## config.mk

```make
export PLATFORM = sky130hd
export DESIGN_NAME = nibble_io_port_control
export DESIGN_NICKNAME = d
export VERILOG_FILES = /design/src/nipc_pkg.sv /design/src/nipc_sync3.sv /design/src/nibble_io_port_control.sv
export SDC_FILE = /design/constraint.sdc
export NUM_CORES = 1
export LEC_CHECK = 0
export BUFFER_PORTS_ARGS = -buffer_cell sky130_fd_sc_hd__buf_2
export CAP_MARGIN = 10
export CORE_UTILIZATION = 25
export CTS_CLUSTER_SIZE = 28
export DETAILED_ROUTE_END_ITERATION = 10
export PLACE_DENSITY = 0.4
export SYNTH_ARGS = -nofsm -noshare
export SYNTH_HDL_FRONTEND = slang
export SYNTH_SLANG_ARGS = --single-unit
export TNS_END_PERCENT = 10
```

## constraint.sdc

```tcl
create_clock -name sys_clk -period 2.8 [get_ports sys_clk]
set_clock_uncertainty 0.05 [all_clocks]
set_input_delay 0.42 -clock sys_clk [delete_from_list [all_inputs] [get_ports sys_clk]]
set_output_delay 0.42 -clock sys_clk [all_outputs]
set_load 0.01 [all_outputs]
```

## src/nipc_pkg.sv

```systemverilog
// Purpose: Constants for the nibble port control block
// Assumes: Registers are loaded by core instruction strobes, no bus
// Notes:   Reset values of port change enable and stop exit enable live here too
`default_nettype none
package nipc_pkg;
    localparam int          NIPC_W            = 4;
    localparam int          CFG_A_OPEN_DRAIN  = 0;
    localparam int          CFG_B_OPEN_DRAIN  = 1;
    localparam int          CFG_C_PULLUP      = 2;
    localparam logic [3:0]  CFG_RESET         = 4'h0;
    localparam logic [3:0]  DIR_RESET         = 4'hF;
    localparam logic [3:0]  STATUS_RESET      = 4'h0;
    localparam logic [3:0]  ENABLE_RESET      = 4'h0;
    localparam logic [3:0]  LED_RESET         = 4'hF;
    localparam int          HOLD_BIT_PORT_C   = 2;
    localparam int          INT_BIT_PORT_C    = 2;
endpackage
`default_nettype wire

```

## src/nipc_sync3.sv

```systemverilog
// Purpose: Three-stage synchroniser with agreement check, one per pin
// Assumes: sys_clk domain
// Notes:   Output changes only once stages two and three agree
`default_nettype none
module nipc_sync3
    import nipc_pkg::*;
(
    input  wire logic sys_clk,
    input  wire logic sys_rst,
    input  wire logic asyncIn,
    output var  logic syncOut
);
    logic stage1;
    logic stage2;
    logic stage3;

    always_ff @(posedge sys_clk) begin
        if (sys_rst) begin
            stage1 <= 1'b1;
            stage2 <= 1'b1;
            stage3 <= 1'b1;
        end else begin
            stage1 <= asyncIn;
            stage2 <= stage1;
            stage3 <= stage2;
        end
    end

    // Pulled-up idle level so reset gives no false change
    always_ff @(posedge sys_clk) begin
        if (sys_rst) begin
            syncOut <= 1'b1;
        end else if (stage2 == stage3) begin
            syncOut <= stage3;
        end
    end
endmodule
`default_nettype wire

```

## src/nibble_io_port_control.sv

```systemverilog
// Purpose: GPIO port logic of a 4-bit core: ports A, B, D, input C, LED E
// Assumes: Core issues one-cycle write strobes with 4-bit data
// Notes:   Two-way pins split into in, out and active-low enable
`default_nettype none
module nibble_io_port_control
    import nipc_pkg::*;
(
    input  wire logic        sys_clk,
    input  wire logic        sys_rst,
    input  wire logic        cfgWrite,
    input  wire logic        dirAWrite,
    input  wire logic        dirBWrite,
    input  wire logic        dirDWrite,
    input  wire logic        changeEnWrite,
    input  wire logic        stopExitEnWrite,
    input  wire logic        portAWrite,
    input  wire logic        portBWrite,
    input  wire logic        portDWrite,
    input  wire logic        ledWrite,
    input  wire logic        statusClear,
    input  wire logic [3:0]  writeData,
    input  wire logic        holdReleaseEnPortC,
    input  wire logic        interruptEnPortC,
    input  wire logic        stopMode,
    input  wire logic [3:0]  portAIn,
    input  wire logic [3:0]  portBIn,
    input  wire logic [3:0]  portDIn,
    input  wire logic [3:0]  portCIn,
    input  wire logic [3:0]  stopFallLatched,
    output var  logic [3:0]  portAOut,
    output var  logic [3:0]  portAOe_n,
    output var  logic [3:0]  portBOut,
    output var  logic [3:0]  portBOe_n,
    output var  logic [3:0]  portDOut,
    output var  logic [3:0]  portDOe_n,
    output var  logic [3:0]  portAData,
    output var  logic [3:0]  portBData,
    output var  logic [3:0]  portDData,
    output var  logic [3:0]  portCPullUpEn,
    output var  logic [3:0]  ledOutputPort,
    output var  logic [3:0]  portCChangeStatus,
    output var  logic        portChangeEvent,
    output var  logic        holdReleaseReq,
    output var  logic        interruptReq,
    output var  logic        stopExitReq
);
    ////////////////////////////////////////////////////////////////////
    // Write-only mode registers; no readback path exists

    logic [3:0] portOutputConfig;
    logic [3:0] portADirection;
    logic [3:0] portBDirection;
    logic [3:0] portDDirection;
    logic [3:0] portChangeEnable;
    logic [3:0] stopExitEnable;
    logic [3:0] latchA;
    logic [3:0] latchB;
    logic [3:0] latchD;

    always_ff @(posedge sys_clk) begin
        if (sys_rst) begin
            portOutputConfig <= CFG_RESET;
        end else if (cfgWrite) begin
            portOutputConfig <= writeData;
        end
    end

    always_ff @(posedge sys_clk) begin
        if (sys_rst) begin
            portADirection <= DIR_RESET;
            portBDirection <= DIR_RESET;
            portDDirection <= DIR_RESET;
        end else begin
            if (dirAWrite) begin
                portADirection <= writeData;
            end
            if (dirBWrite) begin
                portBDirection <= writeData;
            end
            if (dirDWrite) begin
                portDDirection <= writeData;
            end
        end
    end

    always_ff @(posedge sys_clk) begin
        if (sys_rst) begin
            portChangeEnable <= ENABLE_RESET;
            stopExitEnable   <= ENABLE_RESET;
        end else begin
            if (changeEnWrite) begin
                portChangeEnable <= writeData;
            end
            if (stopExitEnWrite) begin
                stopExitEnable <= writeData;
            end
        end
    end

    always_ff @(posedge sys_clk) begin
        if (sys_rst) begin
            latchA <= 4'h0;
            latchB <= 4'h0;
            latchD <= 4'h0;
        end else begin
            if (portAWrite) begin
                latchA <= writeData;
            end
            if (portBWrite) begin
                latchB <= writeData;
            end
            if (portDWrite) begin
                latchD <= writeData;
            end
        end
    end

    ////////////////////////////////////////////////////////////////////
    // Pin drivers

    // Open drain only pulls low; a high bit releases the pin
    function automatic logic [3:0] pinEnableN(input logic [3:0] dir, input logic [3:0] data,
                                             input logic openDrain);
        pinEnableN = dir | ({4{openDrain}} & data);
    endfunction

    always_ff @(posedge sys_clk) begin
        if (sys_rst) begin
            portAOut  <= 4'h0;
            portBOut  <= 4'h0;
            portDOut  <= 4'h0;
            portAOe_n <= 4'hF;
            portBOe_n <= 4'hF;
            portDOe_n <= 4'hF;
        end else begin
            portAOut  <= latchA;
            portBOut  <= latchB;
            portDOut  <= latchD;
            portAOe_n <= pinEnableN(portADirection, latchA, portOutputConfig[CFG_A_OPEN_DRAIN]);
            portBOe_n <= pinEnableN(portBDirection, latchB, portOutputConfig[CFG_B_OPEN_DRAIN]);
            portDOe_n <= pinEnableN(portDDirection, latchD, 1'b0);
        end
    end

    ////////////////////////////////////////////////////////////////////
    // Input paths, three-stage synchronised

    logic [3:0] syncA;
    logic [3:0] syncB;
    logic [3:0] syncD;
    logic [3:0] syncC;
    // Pad edge latch is outside the clock domain as well
    logic [3:0] syncStop;

    genvar gi;
    generate
        for (gi = 0; gi < NIPC_W; gi++) begin : g_syncA
            nipc_sync3 nipc_sync3_inst (
                .sys_clk (sys_clk),
                .sys_rst (sys_rst),
                .asyncIn (portAIn[gi]),
                .syncOut (syncA[gi])
            );
        end
        for (gi = 0; gi < NIPC_W; gi++) begin : g_syncB
            nipc_sync3 nipc_sync3_inst (
                .sys_clk (sys_clk),
                .sys_rst (sys_rst),
                .asyncIn (portBIn[gi]),
                .syncOut (syncB[gi])
            );
        end
        for (gi = 0; gi < NIPC_W; gi++) begin : g_syncD
            nipc_sync3 nipc_sync3_inst (
                .sys_clk (sys_clk),
                .sys_rst (sys_rst),
                .asyncIn (portDIn[gi]),
                .syncOut (syncD[gi])
            );
        end
        for (gi = 0; gi < NIPC_W; gi++) begin : g_syncC
            nipc_sync3 nipc_sync3_inst (
                .sys_clk (sys_clk),
                .sys_rst (sys_rst),
                .asyncIn (portCIn[gi]),
                .syncOut (syncC[gi])
            );
        end
        // Reset level of one is harmless: stop exit enable resets to zero
        for (gi = 0; gi < NIPC_W; gi++) begin : g_syncStop
            nipc_sync3 nipc_sync3_inst (
                .sys_clk (sys_clk),
                .sys_rst (sys_rst),
                .asyncIn (stopFallLatched[gi]),
                .syncOut (syncStop[gi])
            );
        end
    endgenerate

    always_ff @(posedge sys_clk) begin
        if (sys_rst) begin
            portAData <= 4'h0;
            portBData <= 4'h0;
            portDData <= 4'h0;
        end else begin
            portAData <= syncA;
            portBData <= syncB;
            portDData <= syncD;
        end
    end

    always_ff @(posedge sys_clk) begin
        if (sys_rst) begin
            portCPullUpEn <= 4'h0;
        end else begin
            portCPullUpEn <= {4{portOutputConfig[CFG_C_PULLUP]}};
        end
    end

    ////////////////////////////////////////////////////////////////////
    // Port C change detection

    logic [3:0] prevC;
    logic [3:0] changeC;
    logic       anyEnabledChange;

    always_comb begin
        changeC          = syncC ^ prevC;
        anyEnabledChange = |(changeC & portChangeEnable);
    end

    always_ff @(posedge sys_clk) begin
        if (sys_rst) begin
            prevC <= 4'hF;
        end else begin
            prevC <= syncC;
        end
    end

    // A change in the clearing cycle survives the clear
    always_ff @(posedge sys_clk) begin
        if (sys_rst) begin
            portCChangeStatus <= STATUS_RESET;
        end else if (statusClear) begin
            portCChangeStatus <= changeC;
        end else begin
            portCChangeStatus <= portCChangeStatus | changeC;
        end
    end

    always_ff @(posedge sys_clk) begin
        if (sys_rst) begin
            portChangeEvent <= 1'b0;
            holdReleaseReq  <= 1'b0;
            interruptReq    <= 1'b0;
        end else begin
            portChangeEvent <= anyEnabledChange;
            holdReleaseReq  <= anyEnabledChange && holdReleaseEnPortC;
            interruptReq    <= anyEnabledChange && interruptEnPortC;
        end
    end

    ////////////////////////////////////////////////////////////////////
    // Stop exit

    // Clock is stopped in stop mode; the pad-side latch catches the edge
    always_ff @(posedge sys_clk) begin
        if (sys_rst) begin
            stopExitReq <= 1'b0;
        end else begin
            stopExitReq <= stopMode && |(syncStop & stopExitEnable);
        end
    end

    ////////////////////////////////////////////////////////////////////
    // LED port

    always_ff @(posedge sys_clk) begin
        if (sys_rst) begin
            ledOutputPort <= LED_RESET;
        end else if (ledWrite) begin
            ledOutputPort <= writeData;
        end
    end
endmodule
`default_nettype wire

```

==> qor.yml, run 1 <==
worst_setup_path:
  crit_buf_inv: 1
  r2r_slack_ns: 1.66
  crit_fanout: 4
  worstRegToRegCells: 3
  cp_top_family: "flip-flops"
  start_kind: "flip-flop"
  crit_start: "portCPullUpEn[0]"
  arrival_ns: 0.90
  endpoint_kind: "output pin"
  timing.rr.end: "stopExitReq"
  crit_type: "flip-flop to output pin"
  cp_slowest_cell: "dfxtp_1"
  reg2reg_from: "g_syncStop[0].nipc_sync3_inst.syncOut"
  max_stage_delay_ns: 0.35
  required_ns: 2.33
  crit_chain: "buf_2"
place:
  io_buffers: 91
  gp_congestion: 0.654
  dpl.hpwl_mm: 5.92
  postPlaceCellArea_um2: 5890
clock_network:
  cts_root_buf: "clkbuf_16"
  cts.reportedPaths.clkPinSlew_ns: 0.06
  cts_tree: "yes"
  cts_buffer_depth: 2
  cts.sinks: 168
  cts_hold_buf: 0
  htree_levels: 4
  cts_setup_buffers: 0
  worstSkewPairLatency_ns: 0.42
  cts_buffers: 17
  cts_resized: 0
timing:
  rsz0062_at_grt: "no"
  fin_crit_sh_pct: 49.1
  tightest_slew_ns: 0.444
  finalSetupTns_ns: 0
  period_needed_ns: 1.37
  hold_viol_final: 0
  fmax_mhz: 728
  finalMaxSlewViolations: 0
  setup_viol: 0
  slew_headroom_pct: 70.4
yosys:
  synth_warnings: 0
  yosysTopAreaCellShare_pct: 64.4
  synth_area_leaders: "dfxtp_1 64%, or2_1 7.2%, nor2b_1 4.9%, mux2i_1 4.4%, a211o_1 4.0%"
  syn_area_um2: 5220
  yosysSeqAreaShare_pct: 64.4
  synthDistinctLibCells: 20
  synth.avg_cell_area_um2: 11.3
  synth-seq-cells: 168
  synth_fp_nets: 503
  synth_top_area_cell: "dfxtp_1"
  synthCells: 463
drt:
  drt_iter0_drc: 120
  wl_per_cell_um: 11.1
  viasPerCell: 3.91
  dr.pass1.iters: 4
  drc_errors: 0
  drtAntennaViolNets: 0
  dr_total_vias: 3244
  totalWireLength_mm: 9.23
hold_path:
  hold_path_class: "input pin to flip-flop"
  whs_path_depth: 2
  min_to: "g_syncC[3].nipc_sync3_inst.stage1"
  worstHoldStart: "portCIn[3]"
die:
  die_x_um: 146
  placementRows: 52
  die_area_um2: 21500
  initial_utilization_pct: 25.6
  coreArea_um2: 20400
  die_y_um: 146
  boundaryPins: 92
final_layout:
  fillers: 2081
  nNetsFinal: 586
  post-route-util_pct: 31.9
  final_cell_area_um2: 6500
  drive_gt1_share_pct: 23.5
  syn_to_final_growth_pct: 24.6
grt:
  track_usage_pct: 9.35
  grt_overflow: 0
  antenna_found_initial: 1
  grt_pass1_wl_mm: 15.3
  grt_pass1_vias: 3129
  grt_start_max_net_pins: 73
power:
  leakage_uw: 0.00268
  peakVddDrop_mv: 0.373
  fin_total_pwr_uw: 5140
  powerDensity_nw_per_um2: 790
flow_run:
  maxCapViolations: 0
outcome:
  outcome: "finished clean"
## Yosys cell counts
master,count
o21bai_1,20
a22o_1,1
clkbuf_1,13
a21oi_1,27
nor3b_1,1
a221oi_1,1
buf_2,11
mux2i_1,23
nor2b_1,41
inv_1,4
or2_1,60
nor2_1,43
buf_6,2
or2_2,8
a211o_1,24
xnor2_1,4
buf_4,4
nand2b_1,6
dfxtp_1,168
o22a_1,2
## layout make-up
cell class / count / area, µm² / share of cell area [%]
antenna: 1 / 2.50 / 0.0385
clock buffer: 21 / 460 / 7.08
clock inverter: 10 / 146 / 2.25
inverter: 4 / 15.0 / 0.231
multi-input combinational: 261 / 1680 / 25.9
sequential: 168 / 3360 / 51.7
tap: 270 / 338 / 5.20
timing repair buffer: 94 / 493 / 7.58
## stage by stage
step	setup slack [ns]	hold slack [ns]	cells
final	1.43	0.120	829
after global routing	1.37	0.103	828
after CTS	1.39	0.0937	828
after detailed placement	1.44	0.341	797
after global placement	1.46	0.338	797
after floorplan	1.69	0.333	463
## worst max path at each step
| stage | cells after the start | endpoint | slack [ns] |
|---|---|---|---|
| floorplan | 3 | portAOe_n[1] | 1.69 |
| global placement | 3 | g_syncC[0].nipc_sync3_inst.stage2 | 1.46 |
| global route | 1 | portCPullUpEn[0] | 1.37 |
| finish | 1 | portCPullUpEn[0] | 1.43 |
| detailed placement | 3 | g_syncC[0].nipc_sync3_inst.stage2 | 1.44 |
| CTS | 1 | portCPullUpEn[0] | 1.39 |
## layout by cell type (no fill, tap or decap)
cell        count
clkbuf_1        2
clkbuf_16      17
nand2b_1        6
nor2b_1        41
nor2_1         43
bufinv_16       3
a21oi_1        27
diode_2         1
clkinvlp_4      4
a211o_1        24
clkbuf_8        2
or2_1          60
o21bai_1       20
clkinv_4        3
xnor2_1         4
inv_1           4
a221oi_1        1
buf_4           3
mux2i_1        23
dfxtp_1       168
o22a_1          2
a22o_1          1
buf_2          90
buf_12          1
nor3b_1         1
or2_2           8
## cell families (layout without fill, tap and decap cells)
kind of cell    count (synthesis)  after routing  share of synthesized area (%)
flops                         168            168                           64.4
other cells                     0              1                              0
compound gates                 75             75                           10.2
simple gates                  159            159                           17.0
buf+inv                        34            129                           3.28
mux                            23             23                           4.41
xor+xnor                        4              4                          0.671
## power breakdown
group / leakage (µW) / internal (µW) / switching [µW]
Sequential: 0.00138 / 2490 / 38.9
Clock: 0.000282 / 1450 / 919
Combinational: 0.00101 / 119 / 123
Total: 0.00268 / 4060 / 1080
## layer usage
layer / share of wire [%] / up-vias / GRT usage [%]
met5: 0 / - / 0
met4: 2.4 / 0 / 5.78
met1: 47 / 1464 / 11.1
met3: 6.5 / 18 / 3.62
met2: 44 / 82 / 14.2
li1: - / 1680 / -
Power figures use the tool's default switching activity.
==> run 2: changes to the inputs <==
==> constraint.sdc (replaced) <==
create_clock -name sys_clk -period 1.3 [get_ports sys_clk]
set_clock_uncertainty 0.05 [all_clocks]
set_input_delay 0.195 -clock sys_clk [delete_from_list [all_inputs] [get_ports sys_clk]]
set_output_delay 0.195 -clock sys_clk [all_outputs]
set_load 0.01 [all_outputs]
==> qor.yml, run 2 (synthesized netlist as in run 1, its figures left out) <==
outcome:
  outcome: "finished clean"  # unchanged
worst_setup_path:
  crit_chain: "buf_2"  # unchanged
  start_kind: "flip-flop"  # unchanged
  arrival_ns: 0.90  # about the same
  cp_top_family: "flip-flops"  # unchanged
  crit_buf_inv: 1  # unchanged
  crit_fanout: 2  # was 4
  cp_slowest_cell: "dfxtp_1"  # unchanged
  endpoint_kind: "output pin"  # unchanged
  max_stage_delay_ns: 0.35  # about the same
  crit_type: "flip-flop to output pin"  # unchanged
  required_ns: 1.05  # was 2.33 ns
power:
  p_sw_uw: 2520  # was 1080 µW
  swShare_pct: 23.6  # was 21.0%
  clkPwrFrac_pct: 43.5  # was 46.1%
  leakage_uw: 0.00276  # was 0.00268 µW
  p_comb_share_pct: 5.5  # was 4.7%
  p_seq_share_pct: 51.0  # was 49.2%
  powerDensity_nw_per_um2: 1600  # was 790 nW/µm²
  power.internal_uw: 8160  # was 4060 µW
  fin_total_pwr_uw: 10700  # was 5140 µW
  peakVddDrop_mv: 0.965  # was 0.373 mV
die:
  initial_utilization_pct: 25.6  # unchanged
  boundaryPins: 92  # unchanged
  die_x_um: 146  # unchanged
  placementRows: 52  # unchanged
  coreArea_um2: 20400  # unchanged
  die_y_um: 146  # unchanged
  die_area_um2: 21500  # unchanged
drt:
  dr_total_vias: 3288  # was 3,244
  drtAntennaViolNets: 0  # unchanged
  wl_per_cell_um: 11.1  # about the same
  dr.pass1.iters: 4  # unchanged
  totalWireLength_mm: 9.43  # was 9.23 mm
  drt_iter0_drc: 113  # was 120
  viasPerCell: 3.85  # was 3.91
  drc_errors: 0  # unchanged
clock_network:
  cts_buffer_depth: 2  # unchanged
  cts.reportedPaths.clkPinSlew_ns: 0.06  # about the same
  cts_resized: 0  # unchanged
  cts_hold_buf: 23  # was 0
  cts_buffers: 17  # unchanged
  cts_tree: "yes"  # unchanged
  cts_root_buf: "clkbuf_16"  # unchanged
  cts_setup_buffers: 0  # unchanged
  worstSkewPairLatency_ns: 0.42  # about the same
  htree_levels: 4  # unchanged
  cts.sinks: 168  # unchanged
final_layout:
  fillers: 2067  # was 2,081
  nNetsFinal: 611  # was 586
  layout_commonest_cell: "dfxtp_1"  # unchanged
  drive_gt1_share_pct: 23.0  # was 23.5%
  syn_to_final_growth_pct: 28.3  # was 24.6%
  layout_common_cells: "168 x dfxtp_1, 90 x buf_2, 60 x or2_1, 43 x nor2_1, 41 x nor2b_1"  # unchanged
  diodes: 0  # was 1
flow_run:
  maxCapViolations: 0  # unchanged
timing:
  setup_viol: 0  # unchanged
  tightest_slew_ns: 0.265  # was 0.444 ns
  hold_slack_ns: 0.0237  # was 0.120 ns
  slew_headroom_pct: 82.4  # was 70.4%
  setup_slack_ns: 0.152  # was 1.43 ns
  rsz0062_at_grt: "no"  # unchanged
  period_needed_ns: 1.15
  finalMaxSlewViolations: 0  # unchanged
  fmax_mhz: 871
  fin_crit_sh_pct: 88.3
  finalSetupTns_ns: 0  # unchanged
  hold_viol_final: 0  # unchanged
hold_path:
  hold_path_class: "input pin to flip-flop"  # unchanged
grt:
  grt_start_max_net_pins: 58  # was 73
  antenna_found_initial: 0  # was 1
  grt_overflow: 0  # unchanged
  grt_pass1_vias: 2992  # was 3,129
  grt_pass1_wl_mm: 15.4  # was 15.3 mm
  track_usage_pct: 9.38  # was 9.35%
place:
  io_buffers: 91  # unchanged
  gp_congestion: 0.690  # was 0.654
  dpl.hpwl_mm: 6.03  # was 5.92 mm
  pre_cts_ws_ns: 0.248  # was 1.44 ns
[run 2: cell count changes in the layout (fill, tap and decap cells not counted), moves of 2 or more]
| cell | previous run | this run |
|---|---|---|
| bufinv_16 | 3 | 0 |
| clkbuf_8 | 2 | 0 |
| dlygate4sd3_1 | 0 | 23 |
| inv_6 | 0 | 4 |
| inv_8 | 0 | 2 |
[run 2: metal layers]
metal  vias up  global-route usage (%)  part of all wire (%)
li1       1740                       -                     -
met1      1462                    12.2                    51
met2        72                    13.3                    42
met3        14                    3.25                   4.8
met4         0                    5.47                   2.2
met5         -                       0                     0
[run 2: layout make-up]
class | instances | area, µm² | share of cell area (%)
Clock buffer | 18 | 429 | 6.41
Clock inverter | 13 | 114 | 1.70
Inverter | 4 | 15.0 | 0.224
Multi-Input combinational cell | 261 | 1680 | 25.2
Sequential cell | 168 | 3360 | 50.2
Tap cell | 270 | 338 | 5.05
Timing Repair Buffer | 119 | 751 | 11.2
[run 2: path summary, 6_finish.rpt]
check,from,end,slack [ns],cells after the start
worst max-delay path,portCChangeStatus[0],portCChangeStatus[0],0.15,1
worst min-delay path,statusClear,portCChangeStatus[3],0.02,3
worst max register to register,g_syncC[3].nipc_sync3_inst.syncOut,portChangeEvent,0.27,3
worst min register to register,g_syncB[0].nipc_sync3_inst.stage1,g_syncB[0].nipc_sync3_inst.stage2,0.35,1
[run 2: stage by stage]
step                      instance area, µm²  util (%)  cells
after detailed placement                5920      29.1    799
after global routing                    6690      32.9    853
after CTS                               6690      32.9    853
after global placement                  5920      29.1    799
final                                   6690      32.9    853
after floorplan                         5220         -    463
[run 2: power groups by stage]
stage | combinational (µW) | clock [µW] | sequential [µW]
final | 585 | 4650 | 5440
after global routing | 653 | 5070 | 5470
after CTS | 599 | 4840 | 5440
after detailed placement | 543 | 0 | 5560
after global placement | 538 | 0 | 5560
after floorplan | 314 | 0 | 5570
